File: config.mk
export PLATFORM = sky130hd
export DESIGN_NAME = spp_port
export DESIGN_NICKNAME = d
export VERILOG_FILES = /design/src/rtl/spp_pkg.sv /design/src/rtl/spp_tick_if.sv /design/src/rtl/spp_baud.sv /design/src/rtl/spp_port.sv
export SDC_FILE = /design/constraint.sdc
export NUM_CORES = 1
export LEC_CHECK = 0
export BUFFER_PORTS_ARGS = -buffer_cell sky130_fd_sc_hd__buf_4
export CAP_MARGIN = 20
export CORE_MARGIN = 1.5
export CORE_UTILIZATION = 55
export CTS_BUF_LIST = sky130_fd_sc_hd__clkbuf_8
export CTS_CLUSTER_SIZE = 40
export DETAILED_ROUTE_END_ITERATION = 16
export GPL_TIMING_DRIVEN = 0
export HOLD_SLACK_MARGIN = 0.06
export PLACE_DENSITY = 0.76
export SLEW_MARGIN = 20
export SYNTH_ARGS = -nofsm -noshare
export SYNTH_HDL_FRONTEND = slang
export SYNTH_HIERARCHICAL = 1
export SYNTH_SLANG_ARGS = --single-unit
File: constraint.sdc
create_clock -name pclk -period 3.5 [get_ports pclk]
set_clock_uncertainty 0.1 [all_clocks]
set_input_delay 0.525 -clock pclk [delete_from_list [all_inputs] [get_ports pclk]]
set_output_delay 0.525 -clock pclk [all_outputs]
set_load 0.005 [all_outputs]
File: src/rtl/spp_pkg.sv
// Shared constants for the framed serial port: register map, field positions, engine states.
// Assumes a 16-bit register view placed in the low half of a 32-bit APB word.
package spp_pkg;
    localparam logic [7:0]  ADDR_STAT    = 8'h00;
    localparam logic [7:0]  ADDR_CON1    = 8'h04;
    localparam logic [7:0]  ADDR_CON2    = 8'h08;
    localparam logic [7:0]  ADDR_BUF     = 8'h0C;

    localparam int          STAT_EN      = 15;
    localparam int          STAT_SIDL    = 13;
    localparam int          STAT_ROV     = 6;
    localparam int          STAT_TBF     = 1;
    localparam int          STAT_RBF     = 0;

    localparam int          CON1_CLOCK_PIN_DISABLE  = 12;
    localparam int          CON1_DATA_OUT_DISABLE  = 11;
    localparam int          CON1_WORD_WIDTH_SELECT  = 10;
    localparam int          CON1_SMP     = 9;
    localparam int          CON1_CKE     = 8;
    localparam int          CON1_SLAVE_SELECT_ENABLE    = 7;
    localparam int          CON1_CKP     = 6;
    localparam int          CON1_MASTER_ENABLE   = 5;
    localparam int          CON1_SPRE    = 2;
    localparam int          CON1_PPRE    = 0;

    localparam int          CON2_FRAMED_MODE_ENABLE   = 15;
    localparam int          CON2_FSD     = 14;
    localparam int          CON2_FRAME_SYNC_POLARITY  = 13;
    localparam int          CON2_FRAME_SYNC_EDGE  = 1;

    localparam logic [15:0] CON1_WMASK   = 16'h1FFF;
    localparam logic [15:0] CON2_WMASK   = 16'hE002;
    localparam logic [5:0]  BITS_WORD    = 6'h10;
    localparam logic [5:0]  BITS_BYTE    = 6'h08;
    localparam logic [5:0]  LEAD_HALVES  = 6'h02;
    localparam logic [5:0]  FRAME_HALVES = 6'h02;
    localparam logic [1:0]  PPRE_TOP     = 2'h3;
    localparam logic [3:0]  SPRE_SPAN    = 4'h8;
    localparam int          HALF_W       = 10;

    typedef enum logic [2:0] {
        ST_IDLE  = 3'b001,
        ST_LEAD  = 3'b010,
        ST_SHIFT = 3'b100
    } spp_state_t;

    // Half bit period in pclk cycles from the two prescale fields
    function automatic logic [HALF_W-1:0] half_period(input logic [1:0] ppre, input logic [2:0] spre);
        logic [3:0] sec;
        logic [1:0] pexp;
        sec  = SPRE_SPAN - {1'b0, spre};
        pexp = PPRE_TOP - ppre;
        half_period = HALF_W'({6'h00, sec} << {pexp, 1'b0});
    endfunction

    // Most significant bit for the selected word width
    function automatic logic msb_of(input logic [15:0] w, input logic wide);
        msb_of = wide ? w[15] : w[7];
    endfunction
endpackage

File: src/rtl/spp_tick_if.sv
// Tick handshake between the serial engine and its bit-rate divider.
// Assumes both ends run on the same pclk.
`timescale 1ns/10ps
interface spp_tick_if;
    logic       run;
    logic [1:0] ppre;
    logic [2:0] spre;
    logic       tick;
    modport gen (input run, input ppre, input spre, output tick);
    modport eng (output run, output ppre, output spre, input tick);
endinterface

File: src/rtl/spp_baud.sv
// Bit-rate divider: one-cycle tick every half bit period while run is high.
// Assumes run, ppre and spre come from pclk-domain logic.
`timescale 1ns/10ps
module spp_baud (
    input  wire logic pclk,
    input  wire logic presetn,
    spp_tick_if.gen   tk
);
    typedef struct packed {
        logic [spp_pkg::HALF_W-1:0] cnt;
        logic                       tick;
    } spp_baud_st_t;

    spp_baud_st_t               s;
    spp_baud_st_t               next_s;
    logic [spp_pkg::HALF_W-1:0] half;

    // Both ratios at 1:1 give a one-cycle half period
    assign half = spp_pkg::half_period(tk.ppre, tk.spre);

    always_comb begin
        next_s      = s;
        next_s.tick = 1'b0;
        if (!tk.run) begin
            next_s.cnt = '0;
        end else if (s.cnt == half - 10'h001) begin
            next_s.cnt  = '0;
            next_s.tick = 1'b1;
        end else begin
            next_s.cnt = s.cnt + 10'h001;
        end
    end

    always_ff @(posedge pclk or negedge presetn) begin
        if (!presetn) begin
            s <= '0;
        end else begin
            s <= next_s;
        end
    end

    assign tk.tick = s.tick;
endmodule

File: src/rtl/spp_port.sv
// Framed serial port: APB register slave, 16-bit shift engine, master and slave timing.
// Assumes pclk at 25 MHz; link pins are asynchronous and pass three flip-flops.
//
// Decided for this implementation: the address map and the APB interface to the registers.
`timescale 1ns/10ps
//Function
// - Words move through a 16-bit shift register between transmit and receive halves.
// - Four link pins: data in, data out, shift clock, active-low select.
// - Port enable bit 15 of status takes the pins; zero disables the port.
// - Idle-stop bit 13 halts the port while the processor is idle.
// - Word completing while receive half unread is dropped; overflow bit 6 set.
// - Transmit-full bit 1 sets on buffer write, clears on move to shifter.
// - Receive-full bit 0 sets on move to receive half, clears on read.
// - Clock disable bit 12 stops master clock and releases the clock pin.
// - Data-out disable bit 11 releases the data output pin.
// - Width select: one gives 16-bit words, zero gives 8-bit words.
// - Master samples at end of bit when phase bit set, else middle.
// - Clock-edge bit: data changes active-to-idle when one, idle-to-active when zero; framed mode here always changes idle-to-active.
// - Clock polarity bit 6: one means idle high, zero means idle low.
// - Slave-select enable bit 7 makes a slave honour the select pin.
// - Master-enable bit 5 selects master when one, slave when zero.
// - Framed-mode bit 15 turns the select pin into a frame sync pulse.
// - Frame sync direction bit 14: one input, zero output.
// - Frame sync polarity bit 13: one active high, zero active low.
// - Frame sync edge bit 1: one coincides with first bit, zero precedes it; applied to an output sync only, an input sync starts the word on its edge.
module spp_port (
    input  wire logic        pclk,
    input  wire logic        presetn,
    input  wire logic        psel,
    input  wire logic        penable,
    input  wire logic        pwrite,
    input  wire logic [7:0]  paddr,
    input  wire logic [31:0] pwdata,
    output logic      [31:0] prdata,
    output logic             pready,
    output logic             pslverr,
    input  wire logic        cpu_idle,
    input  wire logic        sdi_i,
    output logic             sdo_o,
    output logic             sdo_oe,
    input  wire logic        sck_i,
    output logic             sck_o,
    output logic             sck_oe,
    input  wire logic        ss_i,
    output logic             ss_o,
    output logic             ss_oe
);
    typedef struct packed {
        logic                en;
        logic                sidl;
        logic                rov;
        logic                tbf;
        logic                rbf;
        logic [15:0]         con1;
        logic [15:0]         con2;
        logic [15:0]         tx_half;
        logic [15:0]         rx_half;
        logic [15:0]         sr;
        spp_pkg::spp_state_t state;
        logic [5:0]          halfc;
        logic [4:0]          nsamp;
        logic                sck;
        logic                sdo;
        logic                ss_out;
        logic                sck_oe;
        logic                sdo_oe;
        logic                ss_oe;
        logic [2:0]          sdi_q;
        logic [2:0]          sck_q;
        logic [2:0]          ss_q;
        logic                sdi_f;
        logic                sck_f;
        logic                ss_f;
        logic                sck_prev;
        logic                fs_prev;
        logic                pready;
        logic                pslverr;
        logic [31:0]         prdata;
    } spp_port_st_t;

    spp_port_st_t s;
    spp_port_st_t next_s;
    logic         run;
    logic         load;
    logic         word_done;
    logic         buf_wr;
    logic         buf_rd;

    spp_tick_if tk ();

    spp_baud u_baud (
        .pclk    (pclk),
        .presetn (presetn),
        .tk      (tk)
    );

    assign tk.ppre = s.con1[spp_pkg::CON1_PPRE +: 2];
    assign tk.spre = s.con1[spp_pkg::CON1_SPRE +: 3];
    assign tk.run  = run && s.con1[spp_pkg::CON1_MASTER_ENABLE] && !s.con1[spp_pkg::CON1_CLOCK_PIN_DISABLE]
                     && (s.state != spp_pkg::ST_IDLE);

    always_comb begin
        logic        acc;
        logic        wr_done;
        logic        rd_done;
        logic        master;
        logic        wide;
        logic        clock_polarity;
        logic        cke_eff;
        logic        slave_select_enable_eff;
        logic        framed_mode_enable;
        logic        fs_out_mode;
        logic        fs_act;
        logic        fs_edge;
        logic        sel;
        logic        lead_e;
        logic        trail_e;
        logic        sample;
        logic        change;
        logic [5:0]  bits;
        logic [5:0]  h;
        logic [15:0] sr_s;
        logic [15:0] rd;
        acc         = psel && penable;
        wr_done     = acc && s.pready && pwrite;
        rd_done     = acc && s.pready && !pwrite;
        master      = s.con1[spp_pkg::CON1_MASTER_ENABLE];
        wide        = s.con1[spp_pkg::CON1_WORD_WIDTH_SELECT];
        bits        = wide ? spp_pkg::BITS_WORD : spp_pkg::BITS_BYTE;
        clock_polarity         = s.con1[spp_pkg::CON1_CKP];
        framed_mode_enable       = s.con2[spp_pkg::CON2_FRAMED_MODE_ENABLE];
        fs_out_mode = framed_mode_enable && !s.con2[spp_pkg::CON2_FSD];
        cke_eff     = s.con1[spp_pkg::CON1_CKE] && !framed_mode_enable;
        slave_select_enable_eff    = s.con1[spp_pkg::CON1_SLAVE_SELECT_ENABLE] && !framed_mode_enable;
        fs_act      = (s.ss_f == s.con2[spp_pkg::CON2_FRAME_SYNC_POLARITY]);
        fs_edge     = fs_act && !s.fs_prev;
        sel         = framed_mode_enable ? fs_edge : (!slave_select_enable_eff || !s.ss_f);
        lead_e      = (s.sck_f != s.sck_prev) && (s.sck_f != clock_polarity);
        trail_e     = (s.sck_f != s.sck_prev) && (s.sck_f == clock_polarity);
        sample      = 1'b0;
        change      = 1'b0;
        h           = s.halfc + 6'h01;
        sr_s        = s.sr;
        rd          = 16'h0000;
        run         = s.en && !(s.sidl && cpu_idle);
        load        = 1'b0;
        word_done   = 1'b0;
        buf_wr      = wr_done && (paddr == spp_pkg::ADDR_BUF);
        buf_rd      = rd_done && (paddr == spp_pkg::ADDR_BUF);
        next_s      = s;

        // Pin synchronisers: a change counts once stages two and three agree
        next_s.sdi_q = {s.sdi_q[1:0], sdi_i};
        next_s.sck_q = {s.sck_q[1:0], sck_i};
        next_s.ss_q  = {s.ss_q[1:0], ss_i};
        if (s.sdi_q[1] == s.sdi_q[2]) begin
            next_s.sdi_f = s.sdi_q[2];
        end
        if (s.sck_q[1] == s.sck_q[2]) begin
            next_s.sck_f = s.sck_q[2];
        end
        if (s.ss_q[1] == s.ss_q[2]) begin
            next_s.ss_f = s.ss_q[2];
        end
        next_s.sck_prev = s.sck_f;
        next_s.fs_prev  = fs_act;

        // APB: access phase answered one cycle after it opens
        next_s.pready = acc && !s.pready;
        if (acc && !s.pready) begin
            next_s.pslverr = 1'b0;
            case (paddr)
                spp_pkg::ADDR_STAT: begin
                    rd[spp_pkg::STAT_EN]   = s.en;
                    rd[spp_pkg::STAT_SIDL] = s.sidl;
                    rd[spp_pkg::STAT_ROV]  = s.rov;
                    rd[spp_pkg::STAT_TBF]  = s.tbf;
                    rd[spp_pkg::STAT_RBF]  = s.rbf;
                end
                spp_pkg::ADDR_CON1: rd = s.con1;
                spp_pkg::ADDR_CON2: rd = s.con2;
                spp_pkg::ADDR_BUF:  rd = s.rx_half;
                default:            next_s.pslverr = 1'b1;
            endcase
            next_s.prdata = {16'h0000, rd};
        end
        if (wr_done) begin
            case (paddr)
                spp_pkg::ADDR_STAT: begin
                    next_s.en   = pwdata[spp_pkg::STAT_EN];
                    next_s.sidl = pwdata[spp_pkg::STAT_SIDL];
                    if (!pwdata[spp_pkg::STAT_ROV]) begin
                        next_s.rov = 1'b0;
                    end
                end
                spp_pkg::ADDR_CON1: next_s.con1 = pwdata[15:0] & spp_pkg::CON1_WMASK;
                spp_pkg::ADDR_CON2: next_s.con2 = pwdata[15:0] & spp_pkg::CON2_WMASK;
                default:            next_s.con1 = s.con1;
            endcase
        end
        if (buf_rd) begin
            next_s.rbf = 1'b0;
        end

        // Shift engine
        if (!s.en) begin
            next_s.state  = spp_pkg::ST_IDLE;
            next_s.tbf    = 1'b0;
            next_s.rbf    = 1'b0;
            next_s.rov    = 1'b0;
            next_s.halfc  = 6'h00;
            next_s.nsamp  = 5'h00;
            next_s.sck    = clock_polarity;
            next_s.ss_out = !s.con2[spp_pkg::CON2_FRAME_SYNC_POLARITY];
        end else if (run) begin
            unique case (s.state)
                spp_pkg::ST_IDLE: begin
                    next_s.halfc = 6'h00;
                    next_s.nsamp = 5'h00;
                    next_s.sck   = clock_polarity;
                    if (master && !s.con1[spp_pkg::CON1_CLOCK_PIN_DISABLE] && s.tbf
                        && (!framed_mode_enable || fs_out_mode || fs_edge)) begin
                        load         = 1'b1;
                        next_s.state = spp_pkg::ST_SHIFT;
                        next_s.sck   = clock_polarity ^ !cke_eff;
                        if (fs_out_mode) begin
                            next_s.ss_out = s.con2[spp_pkg::CON2_FRAME_SYNC_POLARITY];
                            if (!s.con2[spp_pkg::CON2_FRAME_SYNC_EDGE]) begin
                                next_s.state = spp_pkg::ST_LEAD;
                                next_s.sck   = clock_polarity;
                            end
                        end
                    end else if (!master && sel) begin
                        load         = s.tbf;
                        next_s.state = spp_pkg::ST_SHIFT;
                    end
                end
                spp_pkg::ST_LEAD: begin
                    if (tk.tick) begin
                        next_s.halfc = h;
                        if (h == spp_pkg::LEAD_HALVES) begin
                            next_s.halfc  = 6'h00;
                            next_s.ss_out = !s.con2[spp_pkg::CON2_FRAME_SYNC_POLARITY];
                            next_s.state  = spp_pkg::ST_SHIFT;
                            next_s.sck    = clock_polarity ^ !cke_eff;
                        end
                    end
                end
                spp_pkg::ST_SHIFT: begin
                    if (master) begin
                        if (tk.tick) begin
                            next_s.halfc = h;
                            if (h[0]) begin
                                next_s.sck = clock_polarity ^ cke_eff;
                                sample     = !s.con1[spp_pkg::CON1_SMP];
                            end else begin
                                sample     = s.con1[spp_pkg::CON1_SMP];
                                change     = (h != {bits[4:0], 1'b0});
                                next_s.sck = clock_polarity ^ (!cke_eff && change);
                            end
                            if (fs_out_mode && s.con2[spp_pkg::CON2_FRAME_SYNC_EDGE] && h == spp_pkg::FRAME_HALVES) begin
                                next_s.ss_out = !s.con2[spp_pkg::CON2_FRAME_SYNC_POLARITY];
                            end
                            word_done = (h == {bits[4:0], 1'b0});
                        end
                    end else if (slave_select_enable_eff && s.ss_f) begin
                        next_s.state = spp_pkg::ST_IDLE;
                        next_s.nsamp = 5'h00;
                    end else begin
                        sample    = cke_eff ? lead_e : trail_e;
                        change    = cke_eff ? trail_e : lead_e;
                        word_done = sample && (s.nsamp + 5'h01 == bits[4:0]);
                        load      = s.tbf && (word_done || (s.nsamp == 5'h00 && !sample));
                    end
                end
                default: next_s.state = spp_pkg::ST_IDLE;
            endcase
        end

        if (sample) begin
            sr_s         = {s.sr[14:0], s.sdi_f};
            next_s.sr    = sr_s;
            next_s.nsamp = s.nsamp + 5'h01;
        end
        if (change) begin
            next_s.sdo = spp_pkg::msb_of(sr_s, wide);
        end
        if (word_done) begin
            next_s.nsamp = 5'h00;
            if (master || framed_mode_enable) begin
                next_s.state = spp_pkg::ST_IDLE;
            end
            if (s.rbf && !buf_rd) begin
                next_s.rov = 1'b1;
            end else begin
                next_s.rx_half = wide ? sr_s : {8'h00, sr_s[7:0]};
                next_s.rbf     = 1'b1;
            end
        end
        if (load) begin
            next_s.sr  = s.tx_half;
            next_s.tbf = 1'b0;
            next_s.sdo = spp_pkg::msb_of(s.tx_half, wide);
        end
        if (buf_wr) begin
            next_s.tx_half = pwdata[15:0];
            next_s.tbf     = 1'b1;
        end

        // Pin ownership
        next_s.sck_oe = s.en && master && !s.con1[spp_pkg::CON1_CLOCK_PIN_DISABLE];
        next_s.sdo_oe = s.en && !s.con1[spp_pkg::CON1_DATA_OUT_DISABLE]
                        && (master || s.state == spp_pkg::ST_SHIFT);
        next_s.ss_oe  = s.en && fs_out_mode;
    end

    always_ff @(posedge pclk or negedge presetn) begin
        if (!presetn) begin
            s        <= '0;
            s.ss_out <= 1'b1;
            s.ss_q   <= 3'h7;
            s.ss_f   <= 1'b1;
            s.state  <= spp_pkg::ST_IDLE;
        end else begin
            s <= next_s;
        end
    end

    assign prdata  = s.prdata;
    assign pready  = s.pready;
    assign pslverr = s.pslverr;
    assign sdo_o   = s.sdo;
    assign sdo_oe  = s.sdo_oe;
    assign sck_o   = s.sck;
    assign sck_oe  = s.sck_oe;
    assign ss_o    = s.ss_out;
    assign ss_oe   = s.ss_oe;
endmodule

==> impl_metrics.ini <==
[route]
vias_per_cell = 5.97
first_pass_iters = 7
wl_per_cell_um = 19.0
wl_um = 19400
drc = 0
drtIter0Drc = 462
final_antenna_net_count = 0
num_vias = 6100

[timing]
timing.fmax_ghz = 0.321
finalCriticalPeriod_ns = 3.12
setup_viol = 0
rsz0062_at_grt = no
layout_worst_path_cycle_share_pct = 89.0
drv_slew = 0
tns_ns = 0
tightest_slew_ns = 0.981
slew_headroom_pct = 34.5
hold_violations = 0

[global_route]
grt_usage_pct = 28.2
overflow = 0
grt_pass1_vias = 6199
antenna_found_initial = 0
grt_pass1_wl_um = 31400
grt_max_degree = 90

[critical_path]
end_kind = register
worstRegToRegCells = 10
crit_required_ns = 3.72
cp_max_fo = 10
r2r-end = u_baud/s[8]$_DFF_PN0_
crit_start = s[134]$_DFFE_PN0P_
worstPathArrival_ns = 3.33
ff2ff_setup_slack_ns = 0.38
path_class = register to register
r2r_start = s[134]$_DFFE_PN0P_
start_kind = register

[cts]
clk_latency_ns = 0.47
cts_made_buffers = 17
cts_setup_buffers = 0
htree_levels = 4
cts_buffer_depth = 2
clk_pin_slew_worst_paths_ns = 0.08
cts_sinks = 133
cts_root_buf = clkbuf_8
cts_tree = built

[die]
core_um2 = 13300
die_w_um = 120
ios = 89
start_util_pct = 56.6
num_rows = 42
die_h_um = 120
die-area_um2 = 14500

[synthesis]
yosysMostFrequentCell = dfrtp_1
synthTopCellsByArea = dfrtp_1, mux2_2, buf_4
ys_async_sr_fraction_pct = 100
seq_area_frac_synth_pct = 44.1
synth_seq_cells = 133
syn_inst = 737
syn_avg_cell_area_um2 = 10.3
synth-edff-count = 0
ys.flop_type = dfrtp_1
yosys.area.top_type = dfrtp_1
netlist.area_leader.share_pct = 42.0
yosysWarnings = 6
syn_area_um2 = 7560
synth_cell_types = 90
synth_common_cells = dfrtp_1, nand2_1, nor2_1

[run]
cap_viol_max_count = 0

[placed_design]
gp_congestion = 0.968
port_buffers = 56
dp_hpwl_um = 14200

[finish]
area_growth_pct = 16.1
drive_gt1_share_pct = 26.4
finalNetCount = 890
antenna_cells = 0

[status]
status = finished, final reports clean

[power_and_ir_drop]
total_power_w = 0.00328
p_per_area_nw_per_um2 = 374
power.leakage_nw = 4.04
irDropWorstVdd_uv = 294

[hold_path]
holdPathStages = 3
min_path_type = input port to register
min_from = pwdata[12]
whs_endpoint = s[112]$_DFFE_PN0P_
==> where the power goes <==
group / switching (W) / internal, W
clock network: 0.000662 / 0.000805
registers: 0.0000203 / 0.00157
logic: 0.000111 / 0.000115
total: 0.000793 / 0.00249
==> cell type report <==
cell class | instances | area, µm²
Fill cell | 1109 | 4570
Clock inverter | 14 | 196
Tap cell | 176 | 220
Clock buffer | 18 | 248
Inverter | 24 | 90.1
Sequential cell | 133 | 3340
Buffer | 74 | 463
Multi-Input combinational cell | 521 | 3730
Timing Repair Buffer | 61 | 495
==> through the flow <==
step	cells	utilization, %	hold slack [ns]	setup WS, ns	cell area (µm²)
after floorplan	752	-	0.129	0.797	7610
after global placement	984	61.8	0.237	0.518	8260
after detailed placement	985	62.1	0.237	0.426	8290
after CTS	1021	65.7	0.164	0.403	8770
after global routing	1021	65.7	0.174	0.211	8770
final	1021	65.7	0.176	0.384	8770
==> how the worst max path moves through the flow <==
| stage | end | slack (ns) | cells past startpoint |
|---|---|---|---|
| 6_report | u_baud/s[8]$_DFF_PN0_ | 0.38 | 10 |
| 5_1_grt | u_baud/s[10]$_DFF_PN0_ | 0.21 | 10 |
| 4_1_cts | u_baud/s[8]$_DFF_PN0_ | 0.40 | 10 |
| 3_5_place_dp | u_baud/s[8]$_DFF_PN0_ | 0.43 | 11 |
| 3_3_place_gp | u_baud/s[10]$_DFF_PN0_ | 0.52 | 11 |
| 2_1_floorplan | u_baud/s[10]$_DFF_PN0_ | 0.80 | 11 |
==> cell usage in the layout (no fill, tap or decap), drive strengths merged, types with 5 or more instances in the layout <==
master | netlist | routed
a21oi | 16 | 16
nand3b | 5 | 5
o22ai | 6 | 6
dfstp | 6 | 6
nor3b | 5 | 5
mux2 | 53 | 53
nand2b | 10 | 10
a21boi | 5 | 5
nand2 | 58 | 58
o21a | 6 | 6
inv | 23 | 31
o21ai | 38 | 38
nor2b | 9 | 9
a221oi | 11 | 11
buf | 56 | 113
a311oi | 10 | 10
xor2 | 13 | 13
dfrtp | 127 | 127
ha | 9 | 9
nand3 | 19 | 19
mux2i | 25 | 25
and3 | 8 | 8
nand4 | 5 | 5
clkbuf | 18 | 36
conb | 1 | 16
nor3 | 15 | 15
a31oi | 7 | 7
o31ai | 16 | 16
nor2 | 57 | 57
xnor2 | 17 | 17
and2 | 6 | 6
o211ai | 6 | 6
==> worst max-delay path: stages, from the launching register on <==
cell,delay [ns]
dfrtp_1,0.42
buf_2,0.24
inv_1,0.06
ha_1,0.38
nor2_1,0.25
a21oi_1,0.18
a21o_1,0.23
o32a_1,0.34
nor4_1,0.31
buf_2,0.29
a311oi_1,0.14
==> per-layer routing <==
| metal | GRT usage (%) | share of wire, % | vias up |
|---|---|---|---|
| li1 | - | - | 2810 |
| met1 | 36.1 | 43 | 3020 |
| met2 | 46.9 | 49 | 224 |
| met3 | 5.75 | 5.3 | 46 |
| met4 | 11.6 | 2.7 | 0 |
| met5 | 0 | 0 | - |
==> registers in the layout, summed over array words and instances, names as in the netlist <==
register,flops
next_s,7
prdata,16
pready,1
pslverr,1
s,91
sck_o,1
sck_oe,1
sdo_o,1
sdo_oe,1
ss_o,1
ss_oe,1
u_baud/s,10
u_baud/tk.tick,1
==> kinds of logic (layout without fill, tap and decap cells) <==
group / Yosys count / count (layout) / share of synthesized area (%)
simple gates: 219 / 219 / 14.6
compound gates: 164 / 164 / 16.4
flops: 133 / 133 / 44.1
buf+inv: 98 / 191 / 7.32
mux: 79 / 79 / 11.7
xor+xnor: 31 / 31 / 3.87
fa+ha+maj: 12 / 12 / 1.89
other cells: 1 / 16 / 0.0496
==> what timing repair did <==
| action | 4_1_cts | 5_1_grt |
|---|---|---|
| endpoints found under the hold margin | 46 | 0 |
| hold buffers | 4 | 0 |
| gates resized for setup | 0 | 0 |
No activity file was read; power rests on OpenSTA's default activity.
